<file path="config.mk">
export PLATFORM = sky130hd
export DESIGN_NAME = wsc_core_port
export DESIGN_NICKNAME = d
export VERILOG_FILES = /design/src/inc/wsc_pkg.sv /design/src/rtl/wsc_prev_access.sv /design/src/rtl/wsc_core_port.sv
export SDC_FILE = /design/constraint.sdc
export NUM_CORES = 1
export LEC_CHECK = 0
export BUFFER_PORTS_ARGS = -buffer_cell sky130_fd_sc_hd__buf_2
export CORE_MARGIN = 2
export CORE_UTILIZATION = 35
export CTS_BUF_LIST = sky130_fd_sc_hd__clkbuf_16
export DETAILED_ROUTE_END_ITERATION = 12
export GPL_TIMING_DRIVEN = 0
export HOLD_SLACK_MARGIN = 0.03
export MAX_ROUTING_LAYER = met4
export REMOVE_ABC_BUFFERS = 1
export SLEW_MARGIN = 20
export SYNTH_ARGS = -nofsm -noshare
export SYNTH_HDL_FRONTEND = slang
export SYNTH_SLANG_ARGS = --single-unit
</file>
<file path="constraint.sdc">
create_clock -name clock -period 2.1 [get_ports clock]
set_input_delay 0.21 -clock clock [delete_from_list [all_inputs] [get_ports clock]]
set_output_delay 0.21 -clock clock [all_outputs]
set_load 0.02 [all_outputs]
</file>
<file path="src/inc/wsc_pkg.sv">
// package of constants and encodings for the integer core access port
package wsc_pkg;
	localparam int ADDR_W = 32;
	localparam int STAT_W = 8;
	localparam logic [1:0] PH_IDLE = 2'h0;
	localparam logic [1:0] PH_STORE2 = 2'h1;
	localparam logic [1:0] PH_HOLD = 2'h2;
	localparam logic [1:0] PH_VOID = 2'h3;
	typedef enum logic [1:0] {
		WSC_RUN = 2'b00,
		WSC_STORE2 = 2'b01,
		WSC_HELD = 2'b10
	} wsc_state_t;
endpackage : wsc_pkg

</file>
<file path="src/rtl/wsc_prev_access.sv">
// access status history: previous issued access, captured from the current one
`timescale 1ns/10ps
`default_nettype none
module wsc_prev_access
	import wsc_pkg::*;
#(
	parameter int AW = wsc_pkg::ADDR_W,
	parameter int SW = wsc_pkg::STAT_W
)(
	input wire logic clock,
	input wire logic sys_rst,
	input wire logic advance,
	input wire logic [AW-1:0] cur_addr,
	input wire logic [SW-1:0] cur_stat,
	output logic [AW-1:0] prev_addr,
	output logic [SW-1:0] prev_stat
);
	initial
	begin
		if (AW < 1 || SW < 1)
			$error("wsc_prev_access: widths must be positive");
	end
	typedef struct packed {
		logic [AW-1:0] addr;
		logic [SW-1:0] stat;
	} wsc_prev_t;
	wsc_prev_t st_reg;
	wsc_prev_t st_next;
	// capture only when the core moves to a fresh access
	always_comb
	begin
		st_next = st_reg;
		if (advance)
		begin
			st_next.addr = cur_addr;
			st_next.stat = cur_stat;
		end
	end
	always_ff @(posedge clock)
	begin
		if (sys_rst)
			st_reg <= '0;
		else
			st_reg <= st_next;
	end
	assign prev_addr = st_reg.addr;
	assign prev_stat = st_reg.stat;
endmodule : wsc_prev_access
`default_nettype wire

</file>
<file path="src/rtl/wsc_core_port.sv">
// integer core memory port: hold sampling, replay of previous access, store sequencing, void
`timescale 1ns/10ps
`default_nettype none
module wsc_core_port
	import wsc_pkg::*;
#(
	parameter int AW = wsc_pkg::ADDR_W,
	parameter int SW = wsc_pkg::STAT_W
)(
	input wire logic clock,
	input wire logic sys_rst,
	input wire logic req_valid,
	input wire logic req_store,
	input wire logic [AW-1:0] req_addr,
	input wire logic [SW-1:0] req_stat,
	input wire logic [31:0] req_wdata,
	input wire logic req_fault,
	input wire logic fpc_fault,
	input wire logic wait_hold_request,
	input wire logic replay_prev_access,
	input wire logic memory_data_strobe,
	input wire logic [31:0] bus_rdata,
	output logic [AW-1:0] bus_addr,
	output logic [SW-1:0] bus_stat,
	output logic bus_valid,
	output logic bus_write,
	output logic [31:0] bus_wdata,
	output logic core_void_access,
	output logic fpc_void_access,
	output logic core_stalled,
	output logic core_ready,
	output logic rdata_valid,
	output logic [31:0] rdata,
	output logic [1:0] phase
);
	initial
	begin
		if (AW != 32)
			$error("wsc_core_port: address path must be 32 bits");
		if (SW < 1)
			$error("wsc_core_port: status width must be positive");
	end
	////////////////////////////////////////////////////////////////////////
	typedef struct packed {
		wsc_state_t fsm;
		logic [AW-1:0] addr;
		logic [SW-1:0] stat;
		logic valid;
		logic write;
		logic [31:0] wdata;
		logic cvoid;
		logic fvoid;
		logic stalled;
		logic ready;
		logic rvalid;
		logic [31:0] rdata;
		logic [1:0] phase;
		logic hold_armed;
	} wsc_port_t;
	wsc_port_t s_reg;
	wsc_port_t s_next;
	logic [AW-1:0] prev_addr;
	logic [SW-1:0] prev_stat;
	logic advance;
	// a valid access on the bus advances the history whenever the core is not held
	assign advance = s_reg.valid && !s_reg.stalled;
	wsc_prev_access #(
		.AW(AW),
		.SW(SW)
	) u_prev (
		.clock(clock),
		.sys_rst(sys_rst),
		.advance(advance),
		.cur_addr(s_reg.addr),
		.cur_stat(s_reg.stat),
		.prev_addr(prev_addr),
		.prev_stat(prev_stat)
	);
	////////////////////////////////////////////////////////////////////////
	// next-state: issue, store second cycle, hold, replay, strobe, void
	always_comb
	begin
		s_next = s_reg;
		s_next.rvalid = 1'b0;
		s_next.cvoid = req_fault;
		s_next.fvoid = fpc_fault;
		case (s_reg.fsm)
			WSC_RUN:
			begin
				// hold looks back at the access issued one cycle earlier
				if (s_reg.hold_armed && wait_hold_request)
				begin
					s_next.fsm = WSC_HELD;
					s_next.stalled = 1'b1;
					s_next.ready = 1'b0;
					s_next.phase = PH_HOLD;
				end
				else if (req_valid)
				begin
					s_next.addr = req_addr;
					s_next.stat = req_stat;
					s_next.valid = 1'b1;
					s_next.write = 1'b0;
					s_next.wdata = req_wdata;
					if (req_store)
					begin
						// first cycle only checks the address
						s_next.fsm = WSC_STORE2;
						s_next.ready = 1'b0;
						s_next.phase = PH_STORE2;
					end
					else
					begin
						s_next.ready = 1'b1;
						s_next.phase = PH_IDLE;
					end
				end
				else
				begin
					// an idle cycle must not repeat the last store's write
					s_next.valid = 1'b0;
					s_next.write = 1'b0;
					s_next.ready = 1'b1;
					s_next.phase = PH_IDLE;
				end
			end
			WSC_STORE2:
			begin
				// second cycle performs the write unless voided
				s_next.write = !(req_fault || fpc_fault);
				s_next.fsm = WSC_RUN;
				s_next.ready = 1'b1;
				s_next.phase = (req_fault || fpc_fault) ? PH_VOID : PH_IDLE;
			end
			WSC_HELD:
			begin
				s_next.write = 1'b0;
				// replay puts the displaced access back on the bus
				if (replay_prev_access)
				begin
					s_next.addr = prev_addr;
					s_next.stat = prev_stat;
				end
				// data strobe ends the hold, whatever the hold level
				if (memory_data_strobe)
				begin
					s_next.rvalid = 1'b1;
					s_next.rdata = bus_rdata;
					s_next.fsm = WSC_RUN;
					s_next.stalled = 1'b0;
					s_next.ready = 1'b1;
					s_next.valid = 1'b0;
					s_next.phase = PH_IDLE;
				end
				else if (!wait_hold_request)
				begin
					s_next.fsm = WSC_RUN;
					s_next.stalled = 1'b0;
					s_next.ready = 1'b1;
					s_next.valid = 1'b0;
					s_next.phase = PH_IDLE;
				end
			end
			default:
			begin
				s_next.fsm = WSC_RUN;
				s_next.stalled = 1'b0;
			end
		endcase
		// armed for the access issued now, so its hold is taken one cycle later
		s_next.hold_armed = s_next.valid && !s_next.stalled;
	end
	// synchronous reset to an idle, unstalled port
	always_ff @(posedge clock)
	begin
		if (sys_rst)
		begin
			s_reg <= '0;
			s_reg.fsm <= WSC_RUN;
			s_reg.ready <= 1'b1;
		end
		else
			s_reg <= s_next;
	end
	////////////////////////////////////////////////////////////////////////
	// outputs straight from the state register
	assign bus_addr = s_reg.addr;
	assign bus_stat = s_reg.stat;
	assign bus_valid = s_reg.valid;
	assign bus_write = s_reg.write;
	assign bus_wdata = s_reg.wdata;
	assign core_void_access = s_reg.cvoid;
	assign fpc_void_access = s_reg.fvoid;
	assign core_stalled = s_reg.stalled;
	assign core_ready = s_reg.ready;
	assign rdata_valid = s_reg.rvalid;
	assign rdata = s_reg.rdata;
	assign phase = s_reg.phase;
	////////////////////////////////////////////////////////////////////////
	hold_stalls_a: assert property (@(posedge clock) disable iff (sys_rst)
		(s_reg.fsm == WSC_RUN && s_reg.hold_armed && wait_hold_request) |=> core_stalled && !core_ready)
		else $error("hold request did not stall the core");
	replay_drives_a: assert property (@(posedge clock) disable iff (sys_rst)
		(s_reg.fsm == WSC_HELD && replay_prev_access) |=> bus_addr == $past(prev_addr))
		else $error("replay did not restore previous address");
	store_two_a: assert property (@(posedge clock) disable iff (sys_rst)
		(s_reg.fsm == WSC_RUN && !(s_reg.hold_armed && wait_hold_request) && req_valid && req_store)
		|=> !bus_write ##1 (bus_write == !$past(req_fault || fpc_fault)))
		else $error("store did not write in its second cycle");
	void_follows_a: assert property (@(posedge clock) disable iff (sys_rst)
		(req_fault || fpc_fault) |=> (core_void_access == $past(req_fault)) && (fpc_void_access == $past(fpc_fault)))
		else $error("void signals did not follow their faults");
	strobe_release_a: assert property (@(posedge clock) disable iff (sys_rst)
		(s_reg.fsm == WSC_HELD && memory_data_strobe) |=> rdata_valid && !core_stalled ##1 !rdata_valid)
		else $error("data strobe did not release the hold");
	addr_fresh_a: assert property (@(posedge clock) disable iff (sys_rst)
		(s_reg.fsm == WSC_RUN && !(s_reg.hold_armed && wait_hold_request) && req_valid)
		|=> bus_valid && bus_addr == $past(req_addr))
		else $error("fresh access address not issued");
endmodule : wsc_core_port
`default_nettype wire

</file>
* Yosys cells after proc, flatten, opt, wreduce, memory -nomap -nowiden *
Index checks and enable logic that the tools add are counted.

storage, ports and cells
  flip-flop bits (word level) = 156
  bits of input ports = 113
  output and inout port bits = 113
  word-level logic and storage cells = 71

operators by class
  equality and inequality tests = 8
  muxes and demuxes = 28
  bitwise operators = 2
  reductions and logical operators = 17

operators by type and width
  kind                  count
  $pmux W41 S2          1
  $mux W74              1
  $mux W42              1
  $mux W40              1
  $mux W33              1
  $mux W32              1
  $mux W2               10
  $ne A3 B3 Y1 const B  3
  $pmux W1 S3           3
  $mux W1               7
  $ne A2 B2 Y1 const B  3
  $pmux W2 S3           1
  $reduce_and A2 Y1     3
  $reduce_and A3 Y1     2
  $pmux W2 S2           1
  $reduce_and A4 Y1     1
  $logic_and A1 B1 Y1   3
  $logic_not A1 Y1      3
  $reduce_bool A3 Y1    1
  $eq A2 B1 Y1 const B  1
  $eq A2 B2 Y1 const B  1
  $logic_not A2 Y1      1
  $not A1 Y1            2
  $reduce_bool A2 Y1    1
  other kinds (2)       2

* Longest topological paths before layout *
  depth after elaboration = 5
  depth in mapped cells = 8

* By module *
A second synthesis with hierarchy kept.

unflattened totals
  cells, all modules = 769
  area, all modules = 6686.4 sq um

by module, submodules not included
  module           times used  cells each  area each (sq um)
  wsc_core_port    1           640         5228.8
  wsc_prev_access  1           129         1457.6

* Least setup slack after synthesis *
OpenSTA, ideal clock, no wires.

  path kind = register to register
  start point = register s_reg[114] (netlist name)
  end point = register s_reg, in the netlist core_ready
  arrival = 1.574 ns
  required time = 1.980 ns
  setup slack = 0.407 ns
  cell stages (with the launch flop) = 8
  path buffers = 1
  period minus slack after synthesis = 1.693 ns
  path through = dfxtp_1 > inv_1 > ha_1 > clkbuf_1 > and3b_1 > nor2_1 > nor2b_1 > a211o_1

on the way
  word-level cells in the longest chain between the ends = 3
  elaborated cells on any way between the ends = 7
  those cells by class = eq/ne: 3; mux: 1; reduce/logical: 3

ends and longest elaborated chain
  item                                                                        line                  text
  start: declaration                                                          wsc_core_port.sv:60   wsc_port_t s_reg;
  start signal: assignment                                                    wsc_core_port.sv:183  s_reg <= s_next;
  $eq A2 B2 Y1, or another cell as far along                                  wsc_core_port.sv:87   case (s_reg.fsm)
  $ne A3 B3 Y1 (no source line) / $reduce_bool A3 Y1 (equally long branches)  --
  $reduce_and A2 Y1 (no source line)                                          --

Several ways; a longest one is shown, not always the timed one.
A chain may end at the register's enable or synchronous reset.

* Worst setup path after layout *
  start point = register s_reg[114] (netlist name)
  end point = register s_reg, in the netlist bus_addr[2]

on the way
  word-level cells in the longest chain between the ends = 3
  elaborated cells on any way between the ends = 8
  those cells by class = eq/ne: 4; mux: 1; reduce/logical: 3

ends and longest elaborated chain
  item                                                                        line
  $eq A2 B2 Y1 / $logic_not A2 Y1 (equally long branches)                     wsc_core_port.sv:87
  $ne A2 B2 Y1 (no source line) / $reduce_bool A2 Y1 (equally long branches)  --
  $reduce_and A4 Y1 (no source line)                                          --

Several ways; a longest one is shown, not always the timed one.

==> reports/metrics.csv <==
metric;value;unit
Num Clock Sinks;156;
Hold Violations, Final;0;
Worst Path Max Fanout;22;
most frequent cells in the layout;224 x buf_2, 212 x nand2_1, 156 x dfxtp_1;
slew margin rel.;50.9;%
Synth area leader;dfxtp_1;
sum of negative setup slack;0;ns
Top Usage Layer GRT;met2;
RSZ-0062 raised after global routing;no;
Leak;3.62;nW
Worst-Skew Late Latency;0.41;ns
synthesized area per cell;8.09;sq um
pin count of the biggest net entering global routing;82;
worst slew pin tran;0.736;ns
Worst setup SP type;flip-flop;
Detailed Place HPWL;11.3;mm
layout cells sized above 1;28.6;%
Die Ht;141;microns
Starting DRT DRC Count;159;
commonest non-fill, non-tap cell in the layout;buf_2;
number of buffers added on ports;225;
first-pass GRT wire length;27.4;mm
# rows;50;
gpl congestion;0.822;
clock-pin slew on the worst setup and hold paths;0.06;ns
Period minus WS final;1.93;ns
Vias;5697;
Placeable Area;18600;sq um
Total Nets Final;1073;
non-filler cells, final;1206;
Synth area leaders;dfxtp_1 47%, nand2_1 12%, buf_4 12%;
initial antenna violation count;3;
global-route usage over all layers;17.6;%
CP peak stage delay;0.35;ns
first drt pass iteration count;4;
area of the multi-input gates;2470;sq um
Flop pwr share;41.8;%
Max Transition Viols Final;0;
Data required, critical path;2.42;ns
CTS Root Cell;clkbuf_16;
GRT met3 Usage;6.11;%
CTS H-tree depth;4;
NetSw;2.27;mW
Routed WL;17.5;mm
Final setup viols;0;
post-synthesis sequential area ratio;47.5;%
Max rail drop VDD;0.000513;V
MaxCap Viol Count;0;
wire per inst;14.5;microns
worst hold margin;0.0582;ns
Syn Inst Count;813;
GRT met1 Usage;21.6;%
Filler cells;1820;
Synth cell types;30;
CTS tree;built;
Worst path slowest cell;dfxtp_1;
crit-path leading delay family;buffers and inverters;
Crit path arrival time;2.24;ns
Fin Clk Skew;0.00976;ns
total power;8.03;mW
status;completed;
worst-path cell chain;inv_1 > ha_4 > nor2_1 > a211oi_4 > buf_6 > buf_6 > nor2_1 > a211oi_1;
cell area after synthesis;6580;sq um
Max Buffers Root-to-Sink;2;
initial cell density of the core;35.4;%
Die W;141;microns
Clock Power Share;39.6;%
Worst setup EP type;flip-flop;
Area growth syn-to-layout;26.9;%
area fraction of the dominant cell type after synthesis;47.5;%
io pins;226;
Num CTS Buffers;17;
worst setup path category;flip-flop to flip-flop;
met2 Usage GRT;28.3;%
fmax;519;MHz
final worst path period share;91.7;%
dpl cells;1117;
vias in the first global route;5186;
FF+latch area;3120;sq um
Finished Core Util;44.9;%
Final ANT Viol Nets;0;
total congestion overflow;0;
combinational power share;18.7;%
Syn. warnings;0;
worst min path class;primary input to flip-flop;
die area;19900;sq um
Pwr Density;962;nW/um^2
Buf/Inv on CP;3;
Vias/cell;4.72;
switching portion of total power;28.3;%
internal power;5.76;mW
#FFs+latches synth;156;
drc violations;0;
## cell families (layout without fill, tap and decap cells)
| group | count (synthesis) | after routing | synth area share (%) |
|---|---|---|---|
| muxes | 2 | 2 | 0.304 |
| AOI/OAI and AO/OA | 202 | 202 | 19.0 |
| adders and majority gates | 4 | 4 | 0.761 |
| other | 0 | 3 | 0 |
| buffers and inverters | 168 | 324 | 15.7 |
| DFF | 156 | 156 | 47.5 |
| and+or+nand+nor | 281 | 281 | 16.7 |
## synth_stat cells
master,instances
nand2_1,213
dfxtp_1,156
a21oi_1,110
buf_4,106
clkbuf_1,52
nor2_1,48
a211oi_1,41
a22oi_1,40
buf_2,5
nor2b_1,5
nor3_1,5
ha_1,4
inv_1,4
and2_1,3
o21ai_0,3
a31oi_1,2
mux2i_1,2
nand2b_1,2
a211o_1,1
a211oi_4,1
a21bo_2,1
and3_1,1
and3b_1,1
buf_1,1
nand3_1,1
nor4_1,1
o211ai_1,1
o311a_1,1
o32a_1,1
or2_2,1
## worst paths after layout
path | from | endpoint | slack (ns) | cells after the start
max | s_reg[114]$_SDFFE_PP0P_ | bus_addr[2]$_SDFFE_PP0P_ | 0.17 | 8
max reg2reg | s_reg[114]$_SDFFE_PP0P_ | bus_addr[2]$_SDFFE_PP0P_ | 0.17 | 8
min reg2reg | bus_wdata[30]$_SDFFE_PP0P_ | bus_wdata[30]$_SDFFE_PP0P_ | 0.45 | 2
min | bus_rdata[21] | rdata[21]$_SDFFE_PP0P_ | 0.06 | 3
## area by class of cell
class / instances / area share, %
flip-flops and latches: 156 / 37.4
multi-input cells: 489 / 29.6
repair buffers: 288 / 22.0
clock buffers: 17 / 5.10
well taps: 234 / 3.51
clock inverters: 15 / 2.17
inverters: 4 / 0.180
diodes: 3 / 0.0899
## stage by stage
| step | area [sq um] | setup slack, ns |
|---|---|---|
| after floorplan | 5560 | -1.30 |
| after global placement | 6980 | -3.00 |
| after detailed placement | 7180 | -0.255 |
| after CTS | 8300 | 0.0755 |
| after global routing | 8350 | 0.0240 |
| final | 8350 | 0.175 |
## power by group through the flow
stage / Combinational (mW) / Sequential [mW] / Clock, mW
floorplan: 0.560 / 3.64 / 0
global placement: 1.34 / 3.41 / 0
detailed placement: 1.42 / 3.42 / 0
CTS: 1.50 / 3.35 / 3.28
global route: 1.65 / 3.39 / 3.41
finish: 1.50 / 3.35 / 3.18
## worst min-delay path: cells and delay by family
| family | cells | cell delay, ns |
|---|---|---|
| buf+inv | 1 | 0.11 |
| simple gates | 1 | 0.05 |
| compound gates | 1 | 0.05 |
## per-layer routing
layer | part of all wire, % | routed length, microns
met1 | 46 | 7980
met2 | 47 | 8150
met3 | 7.5 | 1310
met4 | 0.27 | 48
met5 | 0 | 0
## repair_timing
item,4_1_cts,5_1_grt
endpoints found under the setup margin,52,15
resized for setup,3,1
gates cloned,0,0
hold buffers,49,1
pin swaps,1,0
buffers inserted,1,3
hold endpoints to repair,49,1
Power figures use the tool's default switching activity.
